### src/design/moncal_pkg.sv
// Package with register map, reset values and shared types of the monitor calibration block.
package moncal_pkg;
    localparam logic [7:0]  ADDR_FORCE      = 8'h00;
    localparam logic [7:0]  ADDR_STATUS     = 8'h04;
    localparam logic [7:0]  ADDR_SHIFT_A    = 8'h08;
    localparam logic [7:0]  ADDR_SHIFT_B    = 8'h0c;
    localparam logic [7:0]  ADDR_GAIN_BASE  = 8'h10;
    localparam logic [7:0]  ADDR_GAIN_CRS   = 8'h20;
    localparam logic [7:0]  ADDR_OFFS_BASE  = 8'h24;
    localparam logic [7:0]  ADDR_OFFS_CRS   = 8'h34;
    localparam logic [7:0]  ADDR_RES_BASE   = 8'h5c;
    localparam logic [7:0]  ADDR_RX_RESULT  = 8'h68;
    localparam int          FINE_FORCE_POS  = 0;
    localparam int          COARSE_FORCE_POS = 1;
    localparam int          SHIFT_BIAS_POS  = 0;
    localparam int          SHIFT_TX_POS    = 3;
    localparam int          SHIFT_RX_POS    = 0;
    localparam logic [15:0] GAIN_RESET      = 16'h8000;
    localparam logic [15:0] OFFS_RESET      = 16'h0000;
    localparam logic [2:0]  SHIFT_RESET     = 3'h0;
    localparam logic [1:0]  FORCE_RESET     = 2'h0;
    localparam logic [15:0] FULL_SCALE      = 16'hfff8;
    localparam logic [15:0] FINE_MAX_BASE   = 16'hfff8;
    localparam logic [15:0] COARSE_MIN_BASE = 16'hf000;
    localparam int          GAIN_FRAC_BITS  = 15;
    localparam int          OFFS_SCALE_BITS = 2;
    localparam logic [1:0]  CH_VCC          = 2'h0;
    localparam logic [1:0]  CH_RX           = 2'h3;
    localparam logic [1:0]  RESP_OKAY       = 2'h0;
    localparam logic [1:0]  RESP_SLVERR     = 2'h2;

    typedef struct packed {
        logic [15:0] gain;
        logic [15:0] offset;
        logic [2:0]  shift;
    } cal_s;

    typedef enum logic {ST_ISSUE, ST_WAIT} seq_e;
endpackage

### src/design/moncal_top.sv
// Monitor calibration block: conversion sequencer, calibration datapath and register slave.
`timescale 1ns/1ps
module moncal_top #(
    parameter int ADC_BITS = 13
) (
    input  wire logic                CLK,
    input  wire logic                RESET_N,
    input  wire logic                CE,
    output logic                     ADC_START,
    output logic [1:0]               ADC_CHAN,
    output logic                     ADC_COARSE,
    input  wire logic                ADC_DONE,
    input  wire logic [ADC_BITS-1:0] ADC_DATA,
    input  wire logic [7:0]          S_AXI_AWADDR,
    input  wire logic                S_AXI_AWVALID,
    output logic                     S_AXI_AWREADY,
    input  wire logic [31:0]         S_AXI_WDATA,
    input  wire logic [3:0]          S_AXI_WSTRB,
    input  wire logic                S_AXI_WVALID,
    output logic                     S_AXI_WREADY,
    output logic [1:0]               S_AXI_BRESP,
    output logic                     S_AXI_BVALID,
    input  wire logic                S_AXI_BREADY,
    input  wire logic [7:0]          S_AXI_ARADDR,
    input  wire logic                S_AXI_ARVALID,
    output logic                     S_AXI_ARREADY,
    output logic [31:0]              S_AXI_RDATA,
    output logic [1:0]               S_AXI_RRESP,
    output logic                     S_AXI_RVALID,
    input  wire logic                S_AXI_RREADY
);
    logic [15:0]          gain [5];
    logic [15:0]          offs [5];
    logic [5:0]           shift_a;
    logic [2:0]           shift_b;
    logic [1:0]           force_bits;
    logic [15:0]          result [4];
    logic                 range_status;
    moncal_pkg::seq_e     state;
    moncal_pkg::seq_e     next_state;
    logic [1:0]           chan;
    logic [1:0]           next_chan;
    logic                 coarse;
    logic                 next_coarse;
    logic                 store;
    logic                 next_range_status;
    moncal_pkg::cal_s     cal_set;
    logic [15:0]          cal_val;
    logic [15:0]          thr;
    logic                 go_coarse;
    logic                 dual_on;
    logic                 force_coarse;

    // Gain is a fixed-point factor with unity at bit 15; offset counts in units of four LSBs.
    function automatic logic [15:0] calibrate(input logic [ADC_BITS-1:0] raw,
                                              input moncal_pkg::cal_s cs);
        logic [15:0] raw16;
        logic [31:0] prod;
        logic [16:0] gained;
        logic signed [18:0] sum;
        logic [15:0] sat;
        raw16 = {raw, {(16 - ADC_BITS){1'b0}}};
        prod = raw16 * cs.gain;
        gained = prod[31:moncal_pkg::GAIN_FRAC_BITS];
        sum = $signed({2'b00, gained}) + $signed({{1{cs.offset[15]}}, cs.offset, 2'b00});
        if (sum < 0)
            sat = 16'h0000;
        else if (sum > $signed(19'h0ffff))
            sat = 16'hffff;
        else
            sat = sum[15:0];
        return sat >> cs.shift;
    endfunction

    function automatic logic [2:0] chan_shift(input logic [1:0] ch, input logic [5:0] sa,
                                              input logic [2:0] sb);
        unique case (ch)
            2'h1:    return sa[moncal_pkg::SHIFT_BIAS_POS +: 3];
            2'h2:    return sa[moncal_pkg::SHIFT_TX_POS +: 3];
            2'h3:    return sb[moncal_pkg::SHIFT_RX_POS +: 3];
            default: return moncal_pkg::SHIFT_RESET;
        endcase
    endfunction

    // Coarse set lives at index 4 and never shifts.
    always_comb
    begin
        if (chan == moncal_pkg::CH_RX && coarse)
        begin
            cal_set.gain   = gain[4];
            cal_set.offset = offs[4];
            cal_set.shift  = 3'h0;
        end
        else
        begin
            cal_set.gain   = gain[chan];
            cal_set.offset = offs[chan];
            cal_set.shift  = chan_shift(chan, shift_a, shift_b);
        end
    end

    assign cal_val      = calibrate(ADC_DATA, cal_set);
    assign dual_on      = force_bits == 2'b00;
    assign force_coarse = force_bits == 2'b10;
    // Hysteresis: a coarse previous slice keeps coarse down to the lower threshold.
    assign thr = range_status ? (moncal_pkg::COARSE_MIN_BASE >> cal_set.shift)
                              : (moncal_pkg::FINE_MAX_BASE >> cal_set.shift);
    assign go_coarse = dual_on && chan == moncal_pkg::CH_RX && !coarse && cal_val >= thr;

    always_comb
    begin
        next_state        = state;
        next_chan         = chan;
        next_coarse       = coarse;
        next_range_status = range_status;
        store             = 1'b0;
        unique case (state)
            moncal_pkg::ST_ISSUE:
                next_state = moncal_pkg::ST_WAIT;
            moncal_pkg::ST_WAIT:
                if (ADC_DONE)
                begin
                    next_state = moncal_pkg::ST_ISSUE;
                    if (go_coarse)
                        next_coarse = 1'b1;
                    else
                    begin
                        store     = 1'b1;
                        next_chan = chan + 2'h1;
                        next_coarse = (chan + 2'h1 == moncal_pkg::CH_RX) && force_coarse;
                        if (chan == moncal_pkg::CH_RX)
                            next_range_status = coarse;
                    end
                end
        endcase
    end

    always_ff @(posedge CLK)
    begin
        if (!RESET_N)
        begin
            state        <= moncal_pkg::ST_ISSUE;
            chan         <= moncal_pkg::CH_VCC;
            coarse       <= 1'b0;
            range_status <= 1'b0;
            for (int i = 0; i < 4; i++)
                result[i] <= 16'h0000;
        end
        else if (CE)
        begin
            state        <= next_state;
            chan         <= next_chan;
            coarse       <= next_coarse;
            range_status <= next_range_status;
            if (store)
                result[chan] <= cal_val;
        end
    end

    assign ADC_START  = CE && state == moncal_pkg::ST_ISSUE;
    assign ADC_CHAN   = chan;
    assign ADC_COARSE = coarse;

    // Register slave: address and data are taken in any order, one write and one read at a time.
    logic        aw_held;
    logic        w_held;
    logic [7:0]  aw_addr;
    logic [31:0] w_data;
    logic [3:0]  w_strb;
    logic        do_write;
    logic        wr_hit;
    logic [31:0] rd_word;
    logic        rd_hit;

    assign S_AXI_AWREADY = CE && !aw_held && !S_AXI_BVALID;
    assign S_AXI_WREADY  = CE && !w_held && !S_AXI_BVALID;
    assign S_AXI_ARREADY = CE && !S_AXI_RVALID;
    assign do_write      = CE && aw_held && w_held && !S_AXI_BVALID;

    always_comb
    begin
        wr_hit = (aw_addr <= moncal_pkg::ADDR_OFFS_CRS) && (aw_addr[1:0] == 2'b00)
                 && (aw_addr != moncal_pkg::ADDR_STATUS);
    end

    always_comb
    begin
        rd_word = 32'h0;
        rd_hit  = 1'b1;
        if (S_AXI_ARADDR[1:0] != 2'b00)
            rd_hit = 1'b0;
        else if (S_AXI_ARADDR == moncal_pkg::ADDR_FORCE)
            rd_word[1:0] = force_bits;
        else if (S_AXI_ARADDR == moncal_pkg::ADDR_STATUS)
            rd_word[0] = range_status;
        else if (S_AXI_ARADDR == moncal_pkg::ADDR_SHIFT_A)
            rd_word[5:0] = shift_a;
        else if (S_AXI_ARADDR == moncal_pkg::ADDR_SHIFT_B)
            rd_word[2:0] = shift_b;
        else if (S_AXI_ARADDR >= moncal_pkg::ADDR_GAIN_BASE &&
                 S_AXI_ARADDR <= moncal_pkg::ADDR_GAIN_CRS)
            rd_word[15:0] = gain[3'(S_AXI_ARADDR[7:2] - moncal_pkg::ADDR_GAIN_BASE[7:2])];
        else if (S_AXI_ARADDR >= moncal_pkg::ADDR_OFFS_BASE &&
                 S_AXI_ARADDR <= moncal_pkg::ADDR_OFFS_CRS)
            rd_word[15:0] = offs[3'(S_AXI_ARADDR[7:2] - moncal_pkg::ADDR_OFFS_BASE[7:2])];
        else if (S_AXI_ARADDR >= moncal_pkg::ADDR_RES_BASE &&
                 S_AXI_ARADDR <= moncal_pkg::ADDR_RX_RESULT)
            rd_word[15:0] = result[2'(S_AXI_ARADDR[7:2] - moncal_pkg::ADDR_RES_BASE[7:2])];
        else
            rd_hit = 1'b0;
    end

    always_ff @(posedge CLK)
    begin
        if (!RESET_N)
        begin
            aw_held      <= 1'b0;
            w_held       <= 1'b0;
            aw_addr      <= 8'h00;
            w_data       <= 32'h0;
            w_strb       <= 4'h0;
            S_AXI_BVALID <= 1'b0;
            S_AXI_BRESP  <= moncal_pkg::RESP_OKAY;
            S_AXI_RVALID <= 1'b0;
            S_AXI_RRESP  <= moncal_pkg::RESP_OKAY;
            S_AXI_RDATA  <= 32'h0;
            force_bits   <= moncal_pkg::FORCE_RESET;
            shift_a      <= {2{moncal_pkg::SHIFT_RESET}};
            shift_b      <= moncal_pkg::SHIFT_RESET;
            for (int i = 0; i < 5; i++)
            begin
                gain[i] <= moncal_pkg::GAIN_RESET;
                offs[i] <= moncal_pkg::OFFS_RESET;
            end
        end
        else if (CE)
        begin
            if (S_AXI_AWVALID && S_AXI_AWREADY)
            begin
                aw_held <= 1'b1;
                aw_addr <= S_AXI_AWADDR;
            end
            if (S_AXI_WVALID && S_AXI_WREADY)
            begin
                w_held <= 1'b1;
                w_data <= S_AXI_WDATA;
                w_strb <= S_AXI_WSTRB;
            end
            if (do_write)
            begin
                aw_held      <= 1'b0;
                w_held       <= 1'b0;
                S_AXI_BVALID <= 1'b1;
                S_AXI_BRESP  <= wr_hit ? moncal_pkg::RESP_OKAY : moncal_pkg::RESP_SLVERR;
                if (wr_hit && w_strb[0])
                begin
                    if (aw_addr == moncal_pkg::ADDR_FORCE)
                        force_bits <= w_data[1:0];
                    else if (aw_addr == moncal_pkg::ADDR_SHIFT_A)
                        shift_a <= w_data[5:0];
                    else if (aw_addr == moncal_pkg::ADDR_SHIFT_B)
                        shift_b <= w_data[2:0];
                end
                if (wr_hit && aw_addr >= moncal_pkg::ADDR_GAIN_BASE)
                begin
                    // Byte lanes 0 and 1 carry the two halves of a 16-bit setting.
                    for (int b = 0; b < 2; b++)
                        if (w_strb[b])
                        begin
                            if (aw_addr <= moncal_pkg::ADDR_GAIN_CRS)
                                gain[3'(aw_addr[7:2] - moncal_pkg::ADDR_GAIN_BASE[7:2])][b*8 +: 8]
                                    <= w_data[b*8 +: 8];
                            else
                                offs[3'(aw_addr[7:2] - moncal_pkg::ADDR_OFFS_BASE[7:2])][b*8 +: 8]
                                    <= w_data[b*8 +: 8];
                        end
                end
            end
            if (S_AXI_BVALID && S_AXI_BREADY)
                S_AXI_BVALID <= 1'b0;
            if (S_AXI_ARVALID && S_AXI_ARREADY)
            begin
                S_AXI_RVALID <= 1'b1;
                S_AXI_RDATA  <= rd_word;
                S_AXI_RRESP  <= rd_hit ? moncal_pkg::RESP_OKAY : moncal_pkg::RESP_SLVERR;
            end
            else if (S_AXI_RVALID && S_AXI_RREADY)
                S_AXI_RVALID <= 1'b0;
        end
    end
endmodule // moncal_top

### config.mk
export PLATFORM = sky130hd
export DESIGN_NAME = moncal_top
export DESIGN_NICKNAME = d
export VERILOG_FILES = /design/src/design/moncal_pkg.sv /design/src/design/moncal_top.sv
export SDC_FILE = /design/constraint.sdc
export NUM_CORES = 1
export LEC_CHECK = 0
export CAP_MARGIN = 25
export CORE_AREA = 2 2 289 291
export CTS_CLUSTER_DIAMETER = 60
export CTS_CLUSTER_SIZE = 30
export DETAILED_ROUTE_END_ITERATION = 8
export DIE_AREA = 0 0 291 293
export DONT_BUFFER_PORTS = 1
export PLACE_DENSITY_LB_ADDON = 0.3
export SYNTH_ARGS = -nofsm -noshare
export SYNTH_HDL_FRONTEND = slang
export SYNTH_SLANG_ARGS = --single-unit
### constraint.sdc
create_clock -name CLK -period 26.4 [get_ports CLK]
set_input_delay 2.64 -clock CLK [delete_from_list [all_inputs] [get_ports CLK]]
set_output_delay 2.64 -clock CLK [all_outputs]
set_load 0.02 [all_outputs]
### Word level (Yosys, flattened, before mapping)

Memories as Yosys holds them, arrays and structs flattened. A register that Yosys moved wholly into a read port is not among the register bits.
Index checks and enable logic that the tools add are counted.

| operators by class | value |
|---|---|
| add/sub/neg operators | 7 |
| multiply operators | 1 |
| $lt $le $gt $ge | 12 |
| eq/ne operators | 11 |
| shifts and indexed selects | 3 |
| multiplexer cells | 90 |
| bitwise operators | 4 |
| reduce and logical (&&, ||, !) cells | 57 |

Operator list:

| operator | count |
|---|---|
| 2-to-1 mux 16 bit | 15 |
| 2-to-1 mux 1 bit | 54 |
| OR reduction 16 bit | 3 |
| 2-to-1 mux 35 bit | 1 |
| == test 8 x 4 -> 1 bit (second input constant) | 4 |
| less-or-equal comparator 8 x 6 -> 1 bit (second input constant) | 4 |
| >> shifter 16 x 3 -> 16 bit (first input constant) | 2 |
| multiplier 13 x 16 -> 29 bit | 1 |
| logical AND 1 bit | 26 |
| 2-to-1 mux 2 bit | 10 |
| adder 18 x 18 -> 19 bit | 1 |
| greater-than comparator 19 x 17 -> 1 bit (second input constant) | 1 |
| less-than comparator 19 x 1 -> 1 bit (second input constant) | 1 |
| >= comparator 16 bit | 1 |
| >= comparator 8 x 5 -> 1 bit (second input constant) | 2 |
| logical NOT 8 bit | 2 |
| AND reduction 2 bit | 8 |
| >> shifter 16 x 3 -> 16 bit | 1 |
| 2-to-1 mux 15 bit | 1 |
| 2-to-1 mux 14 bit | 1 |
| 2-to-1 mux 13 bit | 1 |
| 2-to-1 mux 10 bit | 1 |
| AND reduction 5 bit | 2 |
| nonzero test 2 bit | 5 |
| 21 further kinds | 37 |

| storage, ports and cells | value |
|---|---|
| register bits after elaboration | 66 |
| RAM bits | 224 |
| input bits | 74 |
| output and inout port bits | 45 |
| logic and storage cells | 205 |
| memories kept | 3 |

Memories:

| name | words | bits a word | read ports | clocked after memory_dff | write ports | RTL line | RTL |
|---|---|---|---|---|---|---|---|
| gain | 5 | 16 | 3 | 1 | 5 | moncal_top.sv:32 | `logic [15:0] gain [5];` |
| offs | 5 | 16 | 3 | 1 | 5 | moncal_top.sv:33 | `logic [15:0] offs [5];` |
| result | 4 | 16 | 1 | 0 | 4 | moncal_top.sv:37 | `logic [15:0] result [4];` |

### Depth between registers and ports, before layout

| logic depth | value |
|---|---|
| word-level depth | 20 |
| depth in mapped cells | 49 |
| gate-level depth less buffers | 44 |

### Worst setup path before layout

No wires, ideal clock.

| path | value |
|---|---|
| kind | in2reg |
| from | input ADC_DATA[9] |
| to | memory result[0][0] (enable) |
| setup time | 0.372 ns |
| data arrival time | 11.935 ns |
| required time | 26.028 ns |
| setup slack | 14.093 ns |
| cell stages on the path | 40 |
| buffers on the path | 3 |
| cells stage by stage | clkbuf_1 -> nand2_1 -> fa_1 -> inv_1 -> fa_1 -> fa_1 -> fa_1 -> inv_1 -> fa_1 -> inv_1 -> ha_1 -> a21o_1 -> a21o_1 -> a21oi_1 -> nand2_1 -> o21ai_1 -> o211a_1 -> o2111ai_1 -> [... 4 more ...] -> a21o_1 -> a311oi_1 -> or4_4 -> a31o_2 -> clkbuf_1 -> a21oi_1 -> inv_1 -> ha_1 -> nand2b_1 -> a21o_1 -> a21o_1 -> a21oi_1 -> o21a_1 -> a2111oi_0 -> nor3_1 -> o211ai_2 -> buf_6 -> nand2_1 |

RTL lines:

| what | RTL line | RTL |
|---|---|---|
| from (decl) | moncal_top.sv:13 | `input wire logic [ADC_BITS-1:0] ADC_DATA,` |
| to (decl) | moncal_top.sv:37 |  |

==> impl_results.md <==
- Status: finished, final reports clean
- Max Cap Viol: 0
- Yosys reg bits: 386
- Relative slew slack: 31.9%
- Clk_lat worst skew: 0.63 ns
- Die Y: 293 microns
- Clock skew: 0.0540 ns
- Antenna diodes: 0
- TNS Setup: 0 ns
- Synth warn: 0
- CTS buffer count: 29
- Post-route ant nets: 0
- WL final: 74,300 microns
- Most common cell after layout, fill and taps aside: nand2_1
- Drt drc: 0
- Synth Cell Area: 0.0268 sq mm
- Number of global-route vias before repair: 19,100
- Share of the synthesized area in the top cell type: 35.8%
- Most frequent cells in the layout: 370 x nand2_1, 320 x edfxtp_1, 265 x and2_1, 208 x inv_1, 154 x fa_1
- # placed instances: 3,392
- Placeable Area: 0.0818 sq mm
- CP Max Fanout: 39
- First-pass GRT wire length: 114,000 microns
- Final Cycle Share: 55.0%
- Unrepaired setup endpoints after global routing: no
- Fmax: 68.8 MHz
- CTS tree: built
- Layout fillers: 8,072
- Final Hold Vio Count: 0
- Tightest Hold Check Type: flip-flop to flip-flop
- Max incr delay on CP: 0.88 ns
- Clock buffer depth: 3
- Router iterations before antenna repair: 6
- GRT Util Overall: 17.4%
- Post-synth EDFFs: 320
- CP max stage cell: dfxtp_1
- Post-synthesis cell count: 2,418
- Starting DRT DRC Count: 1,526
- Largest net degree at the start of global routing: 85
- CTS root buf: clkbuf_16
- CP startpoint kind: flip-flop
- Non-filler instance count after layout: 3,449
- Period minus WS final: 14.53 ns
- Vias: 18,100
- Gpl congestion: 0.884
- Post-Syn Area per Cell: 11.1 sq um
- Number of port buffers: 0
- Synth Flop Type: edfxtp_1
- # resized after CTS: 0
- CTS Sinks: 386
- Area Growth Syn to Fin: 7.69%
- Drt wl/cell: 21.5 microns
- H-tree Lvls: 1
- Std-Cell Rows: 105
- Post-CTS Setup Repair Bufs: 0
- Global route overflow: 0
- CTS clk-pin slew, worst paths: 0.10 ns
- Initial antenna violation count: 0
- Tightest Pin Transition: 1.02 ns
- Final setup fails: 0
- Crit end category: flip-flop
- Routed vias/inst: 5.26
- Seq/Total Area, Yosys: 40.8%
- Slew Viols, Final: 0
- Worst EP arrival: 14.65 ns
- FFs w/ async S/R, synth: 0%
- Hold-fix buffers, CTS: 0
- Largest area contributor in the netlist: edfxtp_1
- Initial core utilization: 32.8%
- Nets@finish: 2,699
- Critical path type: flip-flop to flip-flop
- Num ports: 119
- Share of layout cells above drive strength 1: 10.6%
- Largest cells by area after synthesis: edfxtp_1 36%, fa_1 11%, mux4_2 9.4%
- CP required: 26.52 ns
- DP HPWL: 54,600 microns
- Die Area: 0.0853 sq mm
- Die width: 291 microns
- Yosys cell types: 94
==> Yosys cell counts, drive strengths merged (5+ instances only) <==
cell type	instances
nand3	17
or3	12
dfxtp	66
mux4	112
and2	265
clkbuf	103
a22oi	18
xor2	7
and3	12
xnor2	20
nand4	7
nand2b	16
a31oi	7
or2	6
edfxtp	320
buf	46
o22ai	17
nor3	34
o21a	12
nor4b	11
and4	5
nor2	114
nand2	370
o31ai	10
mux2i	31
a211oi	17
a2111oi	5
a21o	10
fa	154
o211ai	23
o21ai	50
a21oi	112
nor2b	18
inv	208
ha	115
==> path summary, 6_finish.rpt <==
path	from	endpoint	slack [ns]	cells past startpoint
worst max register to register	ADC_CHAN[0]	result[0][10]	11.87	38
worst min-delay path	w_strb[0]	w_strb[0]	0.47	2
worst max-delay path	ADC_CHAN[0]	result[0][10]	11.87	38
worst min register to register	w_strb[0]	w_strb[0]	0.47	2
==> stage by stage <==
step / area, sq um / hold slack (ns) / setup WS (ns) / utilization (%)
2_1_floorplan: 26900 / 0.432 / 14.09 / -
5_1_grt: 28900 / 0.496 / 10.79 / 35.3
3_3_place_gp: 27800 / 0.448 / 12.08 / 34.0
4_1_cts: 28900 / 0.476 / 11.86 / 35.3
6_report: 28900 / 0.469 / 11.87 / 35.3
3_5_place_dp: 27800 / 0.462 / 11.92 / 34.0
==> worst max-delay path: cells and delay by family, from the launching register on <==
| kind | cells | cell delay, ns |
|---|---|---|
| compound gates | 16 | 5.55 |
| xor+xnor | 1 | 0.22 |
| fa+ha+maj | 9 | 4.03 |
| buf+inv | 2 | 0.49 |
| flops | 1 | 0.88 |
| simple gates | 10 | 2.78 |
==> per-layer routing <==
metal  wire (microns)  GRT usage, %  up-vias
met4             2270          5.00        0
met3             4670          3.26      101
met1            30800          21.9     9249
met2            36500          30.4      508
met5                0             0        -
li1                 -             -     8288
==> layout make-up <==
class / instances / area [sq um] / area share, %
Multi-Input combinational cell: 1691 / 14500 / 50.2
Tap cell: 1070 / 1340 / 4.64
Clock buffer: 31 / 733 / 2.54
Clock inverter: 23 / 302 / 1.04
Sequential cell: 386 / 10900 / 37.9
Timing Repair Buffer: 39 / 292 / 1.01
Inverter: 209 / 785 / 2.72
==> registers in the layout, indices dropped and copies added, names as in the netlist, 2 cells and up, named ones only <==
name / cells
force_bits: 2
result: 64
w_strb: 2
aw_addr: 8
S_AXI_RDATA: 16
w_data: 16
shift_b: 3
shift_a: 6
gain: 128
ADC_CHAN: 2
offs: 128
==> cell families (layout without fill, tap and decap cells) <==
group,Yosys count,in the layout,share of synthesized area [%]
AOI/OAI and AO/OA,330,330,8.59
xor gates and xnor gates,27,27,0.882
adders and majority gates,269,269,16.9
buffers and inverters,358,302,5.47
DFF,386,386,40.8
muxes,144,144,10.7
other,1,18,0.0140
and+or+nand+nor,903,903,16.8
Power is not shown: default switching activity piles up to over one toggle a cycle in this logic, so the estimate is an artifact.
